### src/cfs_params.svh
// Register offsets, field positions, reset values and timing counts
`ifndef CFS_PARAMS_SVH
`define CFS_PARAMS_SVH

// Register byte offsets
`define CFS_OFS_CTRL 8'h00
`define CFS_OFS_SETPT 8'h04
`define CFS_OFS_DBAND 8'h08
`define CFS_OFS_SPDLIM 8'h0C
`define CFS_OFS_LFDLY 8'h10
`define CFS_OFS_GAIN 8'h14
`define CFS_OFS_MANUAL 8'h18
`define CFS_OFS_STEP0 8'h20
`define CFS_OFS_STATUS 8'h40
`define CFS_OFS_TEMP 8'h44
`define CFS_OFS_SPEED 8'h48

// Step configuration word fields
`define CFS_STP_OUT_LSB 0
`define CFS_STP_DRV_BIT 4
`define CFS_STP_EN_BIT 5
`define CFS_STP_LF_LSB 6
`define CFS_STP_DLY_LSB 16

// Reset values
`define CFS_RST_SETPT 16'h04B0
`define CFS_RST_DBAND 32'h0032_0032
`define CFS_RST_SPDLIM 16'h055F
`define CFS_RST_LFDLY 16'h000F
`define CFS_RST_GAIN 24'h00_0104
`define CFS_RST_STEP 32'h000F_0000

// Step count and drive scaling
`define CFS_NSTEP 5
`define CFS_SPEED_FULL 32'sd25600
`define CFS_DAC_4MA 12'd819
`define CFS_DAC_SPAN 32'd3276

// Timing: one second timer tick at the system clock period
`define CFS_TICK_NS 1000000000
`define CFS_CLK_NS 10
`define CFS_SEC_CYCLES (`CFS_TICK_NS / `CFS_CLK_NS)

`endif

### src/cfs_pkg.sv
// Types shared by the cooler step sequencer
package cfs_pkg;

    // Run mode selection held in the control register
    typedef enum logic [1:0] {
        CFS_RUN_NEVER = 2'h0,
        CFS_RUN_WITH_COMP = 2'h1,
        CFS_RUN_ALWAYS = 2'h2,
        CFS_RUN_MANUAL = 2'h3
    } cfs_mode_t;

endpackage : cfs_pkg

### src/cfs_sequencer.sv
// Cooler fan and pump step sequencer with APB registers and drive loop
`timescale 1ns/1ps
`include "cfs_params.svh"

module cfs_sequencer #(
    parameter int SEC_CYCLES = `CFS_SEC_CYCLES
) (
    input wire logic clk,
    input wire logic rst_n,
    input wire logic psel,
    input wire logic penable,
    input wire logic pwrite,
    input wire logic [7:0] paddr,
    input wire logic [31:0] pwdata,
    output logic [31:0] prdata,
    output logic pready,
    output logic pslverr,
    input wire logic comp_running,
    input wire logic [15:0] aux5_temp,
    output logic [3:0] cooler_out,
    output logic [11:0] drive_dac,
    output logic [4:0] step_on
);

    // Configuration registers
    cfs_pkg::cfs_mode_t mode, next_mode;
    logic [15:0] setpt, next_setpt;
    logic [31:0] dband, next_dband;
    logic [15:0] spdlim, next_spdlim;
    logic [15:0] lfdly, next_lfdly;
    logic [23:0] gain, next_gain;
    logic [4:0] man_bits, next_man_bits;
    logic [31:0] step_cfg [`CFS_NSTEP];
    logic [31:0] next_step_cfg [`CFS_NSTEP];
    logic [31:0] next_prdata;
    logic next_pready, next_pslverr;

    // Input synchroniser and second tick
    logic [2:0] comp_sync;
    logic comp_q, next_comp_q;
    logic [31:0] pre_cnt, next_pre_cnt;
    logic tick, next_tick;

    // Sequencer state
    logic [2:0] level, next_level;
    logic [15:0] stp_cnt, next_stp_cnt;
    logic lf_pend, next_lf_pend;
    logic [3:0] lf_mask, next_lf_mask;
    logic [15:0] lf_cnt, next_lf_cnt;

    // Drive loop state
    logic signed [31:0] spd_acc, next_spd_acc;
    logic signed [16:0] err1, next_err1, err2, next_err2;
    logic [3:0] next_cooler_out;
    logic [11:0] next_drive_dac;
    logic [4:0] next_step_on;

    // Derived terms
    logic auto_run, hot, cold, drive_on, up_ok, dn_ok;
    logic want_up, want_dn;
    logic [2:0] up_idx, dn_idx;
    logic [4:0] en_mask, drv_mask, act_mask;
    logic [3:0] out_or;
    logic signed [16:0] temp_s, sp_s, err;
    logic [7:0] spd_pct;
    logic acc_wr;

    // Compressor running pin: three stages, change taken when last two agree
    always_comb begin
        next_comp_q = (comp_sync[2] == comp_sync[1]) ? comp_sync[2] : comp_q;
    end

    always_ff @(posedge clk or negedge rst_n) begin
        if (!rst_n) begin
            comp_sync <= 3'h0;
            comp_q <= 1'b0;
        end else begin
            comp_sync <= {comp_sync[1:0], comp_running};
            comp_q <= next_comp_q;
        end
    end

    // One second tick for all step, fan and loop timers
    always_comb begin
        next_tick = 1'b0;
        next_pre_cnt = pre_cnt + 32'h0000_0001;
        if (pre_cnt >= 32'(SEC_CYCLES - 1)) begin
            next_pre_cnt = 32'h0000_0000;
            next_tick = 1'b1;
        end
    end

    always_ff @(posedge clk or negedge rst_n) begin
        if (!rst_n) begin
            pre_cnt <= 32'h0000_0000;
            tick <= 1'b0;
        end else begin
            pre_cnt <= next_pre_cnt;
            tick <= next_tick;
        end
    end

    // APB slave: one wait state, registered answer, error on unmapped address
    always_comb begin
        next_mode = mode;
        next_setpt = setpt;
        next_dband = dband;
        next_spdlim = spdlim;
        next_lfdly = lfdly;
        next_gain = gain;
        next_man_bits = man_bits;
        for (int i = 0; i < `CFS_NSTEP; i++) begin
            next_step_cfg[i] = step_cfg[i];
        end
        next_prdata = 32'h0000_0000;
        next_pslverr = 1'b0;
        next_pready = 1'b0;
        acc_wr = psel && penable && !pready;
        if (acc_wr) begin
            next_pready = 1'b1;
            unique case (paddr)
                `CFS_OFS_CTRL: begin
                    next_prdata = {30'h0, mode};
                    if (pwrite) begin
                        next_mode = cfs_pkg::cfs_mode_t'(pwdata[1:0]);
                    end
                end
                `CFS_OFS_SETPT: begin
                    next_prdata = {16'h0000, setpt};
                    if (pwrite) next_setpt = pwdata[15:0];
                end
                `CFS_OFS_DBAND: begin
                    next_prdata = dband;
                    if (pwrite) next_dband = pwdata;
                end
                `CFS_OFS_SPDLIM: begin
                    next_prdata = {16'h0000, spdlim};
                    if (pwrite) next_spdlim = pwdata[15:0];
                end
                `CFS_OFS_LFDLY: begin
                    next_prdata = {16'h0000, lfdly};
                    if (pwrite) next_lfdly = pwdata[15:0];
                end
                `CFS_OFS_GAIN: begin
                    next_prdata = {8'h00, gain};
                    if (pwrite) next_gain = pwdata[23:0];
                end
                `CFS_OFS_MANUAL: begin
                    next_prdata = {27'h0, man_bits};
                    // Toggle writes land only in manual mode
                    if (pwrite && mode == cfs_pkg::CFS_RUN_MANUAL) begin
                        next_man_bits = man_bits ^ pwdata[4:0];
                    end
                end
                `CFS_OFS_STATUS: begin
                    next_prdata = {spd_pct, 7'h00, lf_pend,
                                   cooler_out, 3'h0, step_on, 1'b0, level};
                end
                `CFS_OFS_TEMP: begin
                    next_prdata = {16'h0000, aux5_temp};
                end
                `CFS_OFS_SPEED: begin
                    next_prdata = {8'h00, drive_dac, 4'h0, spd_pct};
                end
                default: begin
                    // Step configuration block, else unmapped
                    if (paddr >= `CFS_OFS_STEP0 &&
                        paddr < 8'(`CFS_OFS_STEP0 + 4 * `CFS_NSTEP) &&
                        paddr[1:0] == 2'h0) begin
                        next_prdata = step_cfg[3'(paddr[4:2])];
                        if (pwrite) begin
                            next_step_cfg[3'(paddr[4:2])] = pwdata;
                        end
                    end else begin
                        next_pslverr = 1'b1;
                    end
                end
            endcase
            if (!pwrite && next_pslverr) next_prdata = 32'h0000_0000;
        end
    end

    always_ff @(posedge clk or negedge rst_n) begin
        if (!rst_n) begin
            mode <= cfs_pkg::CFS_RUN_NEVER;
            setpt <= `CFS_RST_SETPT;
            dband <= `CFS_RST_DBAND;
            spdlim <= `CFS_RST_SPDLIM;
            lfdly <= `CFS_RST_LFDLY;
            gain <= `CFS_RST_GAIN;
            man_bits <= 5'h00;
            for (int i = 0; i < `CFS_NSTEP; i++) begin
                step_cfg[i] <= `CFS_RST_STEP;
            end
            prdata <= 32'h0000_0000;
            pready <= 1'b0;
            pslverr <= 1'b0;
        end else begin
            mode <= next_mode;
            setpt <= next_setpt;
            dband <= next_dband;
            spdlim <= next_spdlim;
            lfdly <= next_lfdly;
            gain <= next_gain;
            man_bits <= next_man_bits;
            for (int i = 0; i < `CFS_NSTEP; i++) begin
                step_cfg[i] <= next_step_cfg[i];
            end
            prdata <= next_prdata;
            pready <= next_pready;
            pslverr <= next_pslverr;
        end
    end

    // Band test, step masks and next enabled steps
    always_comb begin
        temp_s = {aux5_temp[15], aux5_temp};
        sp_s = {setpt[15], setpt};
        err = temp_s - sp_s;
        hot = temp_s > sp_s + $signed({1'b0, dband[15:0]});
        cold = temp_s < sp_s - $signed({1'b0, dband[31:16]});
        auto_run = (mode == cfs_pkg::CFS_RUN_ALWAYS) ||
                   (mode == cfs_pkg::CFS_RUN_WITH_COMP && comp_q);
        spd_pct = spd_acc[15:8];
        up_ok = 1'b0;
        dn_ok = 1'b0;
        up_idx = 3'h0;
        dn_idx = 3'h0;
        for (int i = 0; i < `CFS_NSTEP; i++) begin
            en_mask[i] = step_cfg[i][`CFS_STP_EN_BIT];
            drv_mask[i] = step_cfg[i][`CFS_STP_DRV_BIT];
            act_mask[i] = (mode == cfs_pkg::CFS_RUN_MANUAL) ? man_bits[i] :
                          (auto_run && 3'(i) < level && en_mask[i]);
        end
        // Skip disabled steps in both directions
        for (int i = `CFS_NSTEP - 1; i >= 0; i--) begin
            if (en_mask[i] && 3'(i) >= level) begin
                up_ok = 1'b1;
                up_idx = 3'(i);
            end
        end
        for (int i = 0; i < `CFS_NSTEP; i++) begin
            if (en_mask[i] && 3'(i) < level) begin
                dn_ok = 1'b1;
                dn_idx = 3'(i);
            end
        end
        drive_on = |(act_mask & drv_mask);
        // Speed limits gate stepping while the drive is in use
        want_up = hot && up_ok && !lf_pend &&
                  (!drive_on || spd_pct >= spdlim[7:0]);
        want_dn = cold && dn_ok &&
                  (!drive_on || spd_pct <= spdlim[15:8]);
    end

    // Automatic step sequencing with step and low-speed fan timers
    always_comb begin
        next_level = level;
        next_stp_cnt = stp_cnt;
        next_lf_pend = lf_pend;
        next_lf_mask = lf_mask;
        next_lf_cnt = lf_cnt;
        if (!auto_run) begin
            // Idle modes hold nothing over
            next_level = 3'h0;
            next_stp_cnt = 16'h0000;
            next_lf_pend = 1'b0;
            next_lf_mask = 4'h0;
            next_lf_cnt = 16'h0000;
        end else begin
            if (lf_pend && tick) begin
                next_lf_cnt = lf_cnt + 16'h0001;
                if (lf_cnt + 16'h0001 >= lfdly) begin
                    next_lf_pend = 1'b0;
                    next_lf_cnt = 16'h0000;
                end
            end
            if (want_up) begin
                if (tick) begin
                    next_stp_cnt = stp_cnt + 16'h0001;
                    // On-delay of the step being added
                    if (stp_cnt + 16'h0001 >=
                        step_cfg[up_idx][31:`CFS_STP_DLY_LSB]) begin
                        next_level = up_idx + 3'h1;
                        next_stp_cnt = 16'h0000;
                        if (step_cfg[up_idx][8:6] != 3'h0 &&
                            step_cfg[up_idx][8:6] <= 3'h4) begin
                            next_lf_pend = 1'b1;
                            next_lf_cnt = 16'h0000;
                            next_lf_mask = 4'h1 <<
                                (step_cfg[up_idx][7:6] - 2'h1);
                        end
                    end
                end
            end else if (want_dn) begin
                if (tick) begin
                    next_stp_cnt = stp_cnt + 16'h0001;
                    // Off-delay of the step being removed
                    if (stp_cnt + 16'h0001 >=
                        step_cfg[dn_idx][31:`CFS_STP_DLY_LSB]) begin
                        next_level = dn_idx;
                        next_stp_cnt = 16'h0000;
                        if (lf_pend && 3'(dn_idx + 3'h1) == level) begin
                            next_lf_pend = 1'b0;
                            next_lf_cnt = 16'h0000;
                        end
                    end
                end
            end else begin
                next_stp_cnt = 16'h0000;
            end
        end
    end

    always_ff @(posedge clk or negedge rst_n) begin
        if (!rst_n) begin
            level <= 3'h0;
            stp_cnt <= 16'h0000;
            lf_pend <= 1'b0;
            lf_mask <= 4'h0;
            lf_cnt <= 16'h0000;
        end else begin
            level <= next_level;
            stp_cnt <= next_stp_cnt;
            lf_pend <= next_lf_pend;
            lf_mask <= next_lf_mask;
            lf_cnt <= next_lf_cnt;
        end
    end

    // Velocity form PID, one update per second, clamped to 0..100 percent
    always_comb begin
        next_spd_acc = spd_acc;
        next_err1 = err1;
        next_err2 = err2;
        if (!drive_on) begin
            next_spd_acc = 32'sd0;
            next_err1 = 17'sd0;
            next_err2 = 17'sd0;
        end else if (tick) begin
            next_spd_acc = spd_acc
                + $signed({1'b0, gain[7:0]}) * 32'(err - err1)
                + $signed({1'b0, gain[15:8]}) * 32'(err)
                + $signed({1'b0, gain[23:16]}) *
                  32'(err - err1 - err1 + err2);
            if (next_spd_acc < 32'sd0) next_spd_acc = 32'sd0;
            if (next_spd_acc > `CFS_SPEED_FULL) begin
                next_spd_acc = `CFS_SPEED_FULL;
            end
            next_err1 = err;
            next_err2 = err1;
        end
    end

    always_ff @(posedge clk or negedge rst_n) begin
        if (!rst_n) begin
            spd_acc <= 32'sd0;
            err1 <= 17'sd0;
            err2 <= 17'sd0;
        end else begin
            spd_acc <= next_spd_acc;
            err1 <= next_err1;
            err2 <= next_err2;
        end
    end

    // Output drive: discrete outputs, drive current code, step indicators
    always_comb begin
        out_or = 4'h0;
        for (int i = 0; i < `CFS_NSTEP; i++) begin
            if (act_mask[i]) begin
                out_or = out_or | step_cfg[i][3:0];
            end
        end
        next_cooler_out = out_or & ~(lf_pend ? lf_mask : 4'h0);
        if (mode == cfs_pkg::CFS_RUN_NEVER) begin
            next_cooler_out = 4'h0;
        end
        // Zero speed sits at 4 mA, full speed at 20 mA
        next_drive_dac = drive_on ?
            `CFS_DAC_4MA + 12'((32'(spd_acc) * `CFS_DAC_SPAN) /
                               32'(`CFS_SPEED_FULL)) : `CFS_DAC_4MA;
        next_step_on = act_mask;
    end

    always_ff @(posedge clk or negedge rst_n) begin
        if (!rst_n) begin
            cooler_out <= 4'h0;
            drive_dac <= `CFS_DAC_4MA;
            step_on <= 5'h00;
        end else begin
            cooler_out <= next_cooler_out;
            drive_dac <= next_drive_dac;
            step_on <= next_step_on;
        end
    end

endmodule : cfs_sequencer

### config.mk
export PLATFORM = sky130hd
export DESIGN_NAME = cfs_sequencer
export DESIGN_NICKNAME = d
export VERILOG_FILES = /design/src/cfs_pkg.sv /design/src/cfs_sequencer.sv
export VERILOG_INCLUDE_DIRS = /design/src
export SDC_FILE = /design/constraint.sdc
export NUM_CORES = 2
export LEC_CHECK = 0
export BUFFER_PORTS_ARGS = -buffer_cell sky130_fd_sc_hd__buf_2
export CAP_MARGIN = 20
export CORE_ASPECT_RATIO = 0.6
export CORE_MARGIN = 3
export CORE_UTILIZATION = 40
export CTS_BUF_LIST = sky130_fd_sc_hd__clkbuf_4 sky130_fd_sc_hd__clkbuf_8 sky130_fd_sc_hd__clkbuf_16
export CTS_CLUSTER_DIAMETER = 40
export CTS_CLUSTER_SIZE = 20
export DETAILED_ROUTE_END_ITERATION = 8
export PLACE_DENSITY = 0.56
export SLEW_MARGIN = 40
export SYNTH_ARGS = -nofsm -noshare
export SYNTH_HDL_FRONTEND = slang
export SYNTH_SLANG_ARGS = --single-unit
### constraint.sdc
create_clock -name clk -period 25.5 [get_ports clk]
set_clock_uncertainty 0.05 [all_clocks]
set_input_delay 5.1 -clock clk [delete_from_list [all_inputs] [get_ports clk]]
set_output_delay 5.1 -clock clk [all_outputs]
set_load 0.02 [all_outputs]
==> impl_metrics.ini <==
[die]
die-area_sq_um = 158000
core_area_sq_um = 151000
initial_core_util_pct = 40.6
row_count = 110
die_height_um = 310
chipWidth_um = 512
pin_count = 117

[power_and_ir_drop]
finalPower_w = 0.00230
power_frac_seq_pct = 33.0
combPwrFrac_pct = 23.6
swShare_pct = 35.0
p_leak_nw = 32.6
cellPowerDensity_nw_per_um2 = 32.8
p_switching_w = 0.000805
power.internal_w = 0.00149
irDropWorstVdd_mv = 0.0462
p_clk_share_pct = 43.3

[logic_synthesis]
synth_ff_type = dfrtp_1
yosys.area.top_type_share_pct = 18.5
avgSynthCellArea_sq_um = 9.00
yosysUniqueCellTypes = 141
synth_top_cells_by_count = inv_1 (841), nand2_1 (617), fa_1 (567)
synth_edf_count = 0
synthMostInstantiatedCell = inv_1
yosys_warnings = 0
seq_area_frac_synth_pct = 19.2
syn_inst = 6824
synth-seq-cells = 468
synth_area_sq_um = 61400
yosys.area.top_type = fa_1
synthTopCellsByArea = fa_1 (18%), dfrtp_1 (17%), ha_1 (9.0%)
async_flop_share_pct = 100

[timing]
finalCritPeriodShare_pct = 96.9
slew_violations = 0
fmax_mhz = 40.5
finalHoldViolCount = 0
finalCriticalPeriod_ps = 24710
setup_ws_ps = 792
whs_ps = 308
tightest_slew_ps = 916
setup_violations = 0
relSlewSlack_pct = 38.5

[clock_tree]
cts_made_buffers = 68
cts_hold_buf = 0
tritoncts = done
cts_root_buf = clkbuf_16
cts_max_path_buffers = 3
clkTransAtPathRegs_ps = 60
cts.sink_count = 468
clk_latency_ps = 690
cts-htree-levels = 3

[drt]
via_per_inst = 5.84
drc = 0
wl_per_cell_um = 24.2
via_count = 53875
first_pass_iters = 7
first_iter_violations = 6010
wl_mm = 223
ant_nets = 0

[hold_path]
hp-class = flip-flop to flip-flop
hold-path-endpoint = comp_sync[1]
min_from = comp_sync[0]
worstHoldPathCells = 0

[layout]
syn_to_final_growth_pct = 14.1
nets = 8219
post_route_cells_drive_above_1_share_pct = 18.4
stdcell_area_sq_um = 70100
stdcell_count = 9221
n_fill_cell = 14558

[global_route]
grt_overflow = 0
grt_max_degree = 74
antenna_found_initial = 13
grt_pass1_wl_mm = 334
grt_pass1_vias = 51590
track_usage_pct = 27.6

[critical_path]
slowest_delay_ps = 600
crit_start = spd_acc[16]
start_kind = flip-flop
cp_common_cell = buf_4
cp_max_fo = 12
worstPathRequired_ps = 25980
rrSetupSlack_ps = 790
worstReg2RegStart = spd_acc[16]
cp-end-kind = flip-flop
worst-setup-path-type = flip-flop to flip-flop
worstPathArrival_ps = 25190
worstReg2RegEnd = drive_dac[11]
reg2reg_depth = 88
crit_slowest_cell = xnor2_1

[flow_run]
maxCapViolCount = 0

[place]
dp_hpwl_mm = 180
io_buffers = 116
dp_cells = 9074
gp_congestion = 1.03
place_area_sq_um = 66600
dpl_worst_slack_ps = -306

[status]
status = complete, no violations
## how the worst max path moves through the flow
stage	slack, ps	depth (start not counted)	endpoint
after floorplan	1640	94	drive_dac[10]
after global placement	-180	92	drive_dac[10]
final	790	88	drive_dac[11]
after detailed placement	-310	92	drive_dac[10]
after CTS	20	89	drive_dac[10]
after global routing	-60	94	drive_dac[10]
## state kept, by name, indices dropped and copies added, names as in the netlist, 17 cells and up
name,cells
pre_cnt,32
step_cfg,150
err2,17
err1,17
dband,32
prdata,32
gain,24
spd_acc,31
## metal layers
metal | wire, um | share of wire, % | vias to the layer above | track usage [%]
met5 | 124 | 0.056 | - | 0
met4 | 2950 | 1.3 | 8 | 4.10
met3 | 28000 | 13 | 195 | 8.65
met2 | 80200 | 36 | 2644 | 34.2
met1 | 112000 | 50 | 26935 | 45.5
li1 | - | - | 24093 | -
## placed cells by master (no fill, tap or decap), types with 57 or more instances in the layout
cell,instances
dfrtp_1,399
nand2b_1,57
buf_4,400
nor2_1,364
nor3_1,100
clkbuf_16,68
xor2_1,129
buf_2,115
a21o_1,83
and2_1,274
nand3_1,127
inv_1,841
nand2_1,615
xnor2_1,277
mux2i_1,96
mux2_2,300
nor2b_1,74
o21ai_0,218
fa_1,567
ha_1,436
o21bai_1,65
and3_1,60
a21oi_1,296
a211oi_1,59
## power by group through the flow
stage	combinational (W)	clock [W]	sequential [W]
2_1_floorplan	0.000297	0	0.000767
3_3_place_gp	0.000517	0	0.000772
3_5_place_dp	0.000532	0	0.000772
4_1_cts	0.000537	0.00101	0.000759
5_1_grt	0.000597	0.00105	0.000760
6_report	0.000543	0.000996	0.000759
## metrics by stage
step	TNS, ps	utilization, %
2_1_floorplan	0	-
3_3_place_gp	-466	43.9
3_5_place_dp	-1020	44.1
4_1_cts	0	45.7
5_1_grt	-94.7	46.3
6_report	0	46.3
## critical path, delay by kind of cell (launching register included)
kind,cells,cell delay [ps]
multiplexers,3,1150
AO/OA/AOI/OAI,40,11380
adder cells (fa/ha/maj),6,2930
XOR/XNOR,6,1530
AND/OR/NAND/NOR,19,4970
buffers and inverters,14,2030
flip-flops,1,500
## cell type report
class	instances	area [sq um]	share of cell area, %
Sequential cell	468	11800	16.8
Antenna cell	2	5.00	0.00714
Inverter	843	3160	4.51
Multi-Input combinational cell	5240	46500	66.3
Timing Repair Buffer	526	3720	5.31
Clock inverter	50	614	0.877
Clock buffer	76	1790	2.56
Tap cell	2016	2520	3.60
## cells by family after synthesis
group / after synthesis / share of synthesized area [%]
buffers and inverters: 1121 / 6.97
and+or+nand+nor: 2009 / 16.4
AOI/OAI and AO/OA: 1346 / 15.5
other: 1 / 0.00611
xor gates and xnor gates: 443 / 6.39
adders and majority gates: 1011 / 27.5
muxes: 425 / 8.04
DFF: 468 / 19.2
## repair_timing
action | in CTS | in global routing
endpoints found under the hold margin | 0 | 0
pin swaps | 2 | 18
buffers inserted | 2 | 15
gates cloned | 0 | 1
setup endpoints to repair | 9 | 12
resized for setup | 10 | 144
(Power assumes the default switching activity.)
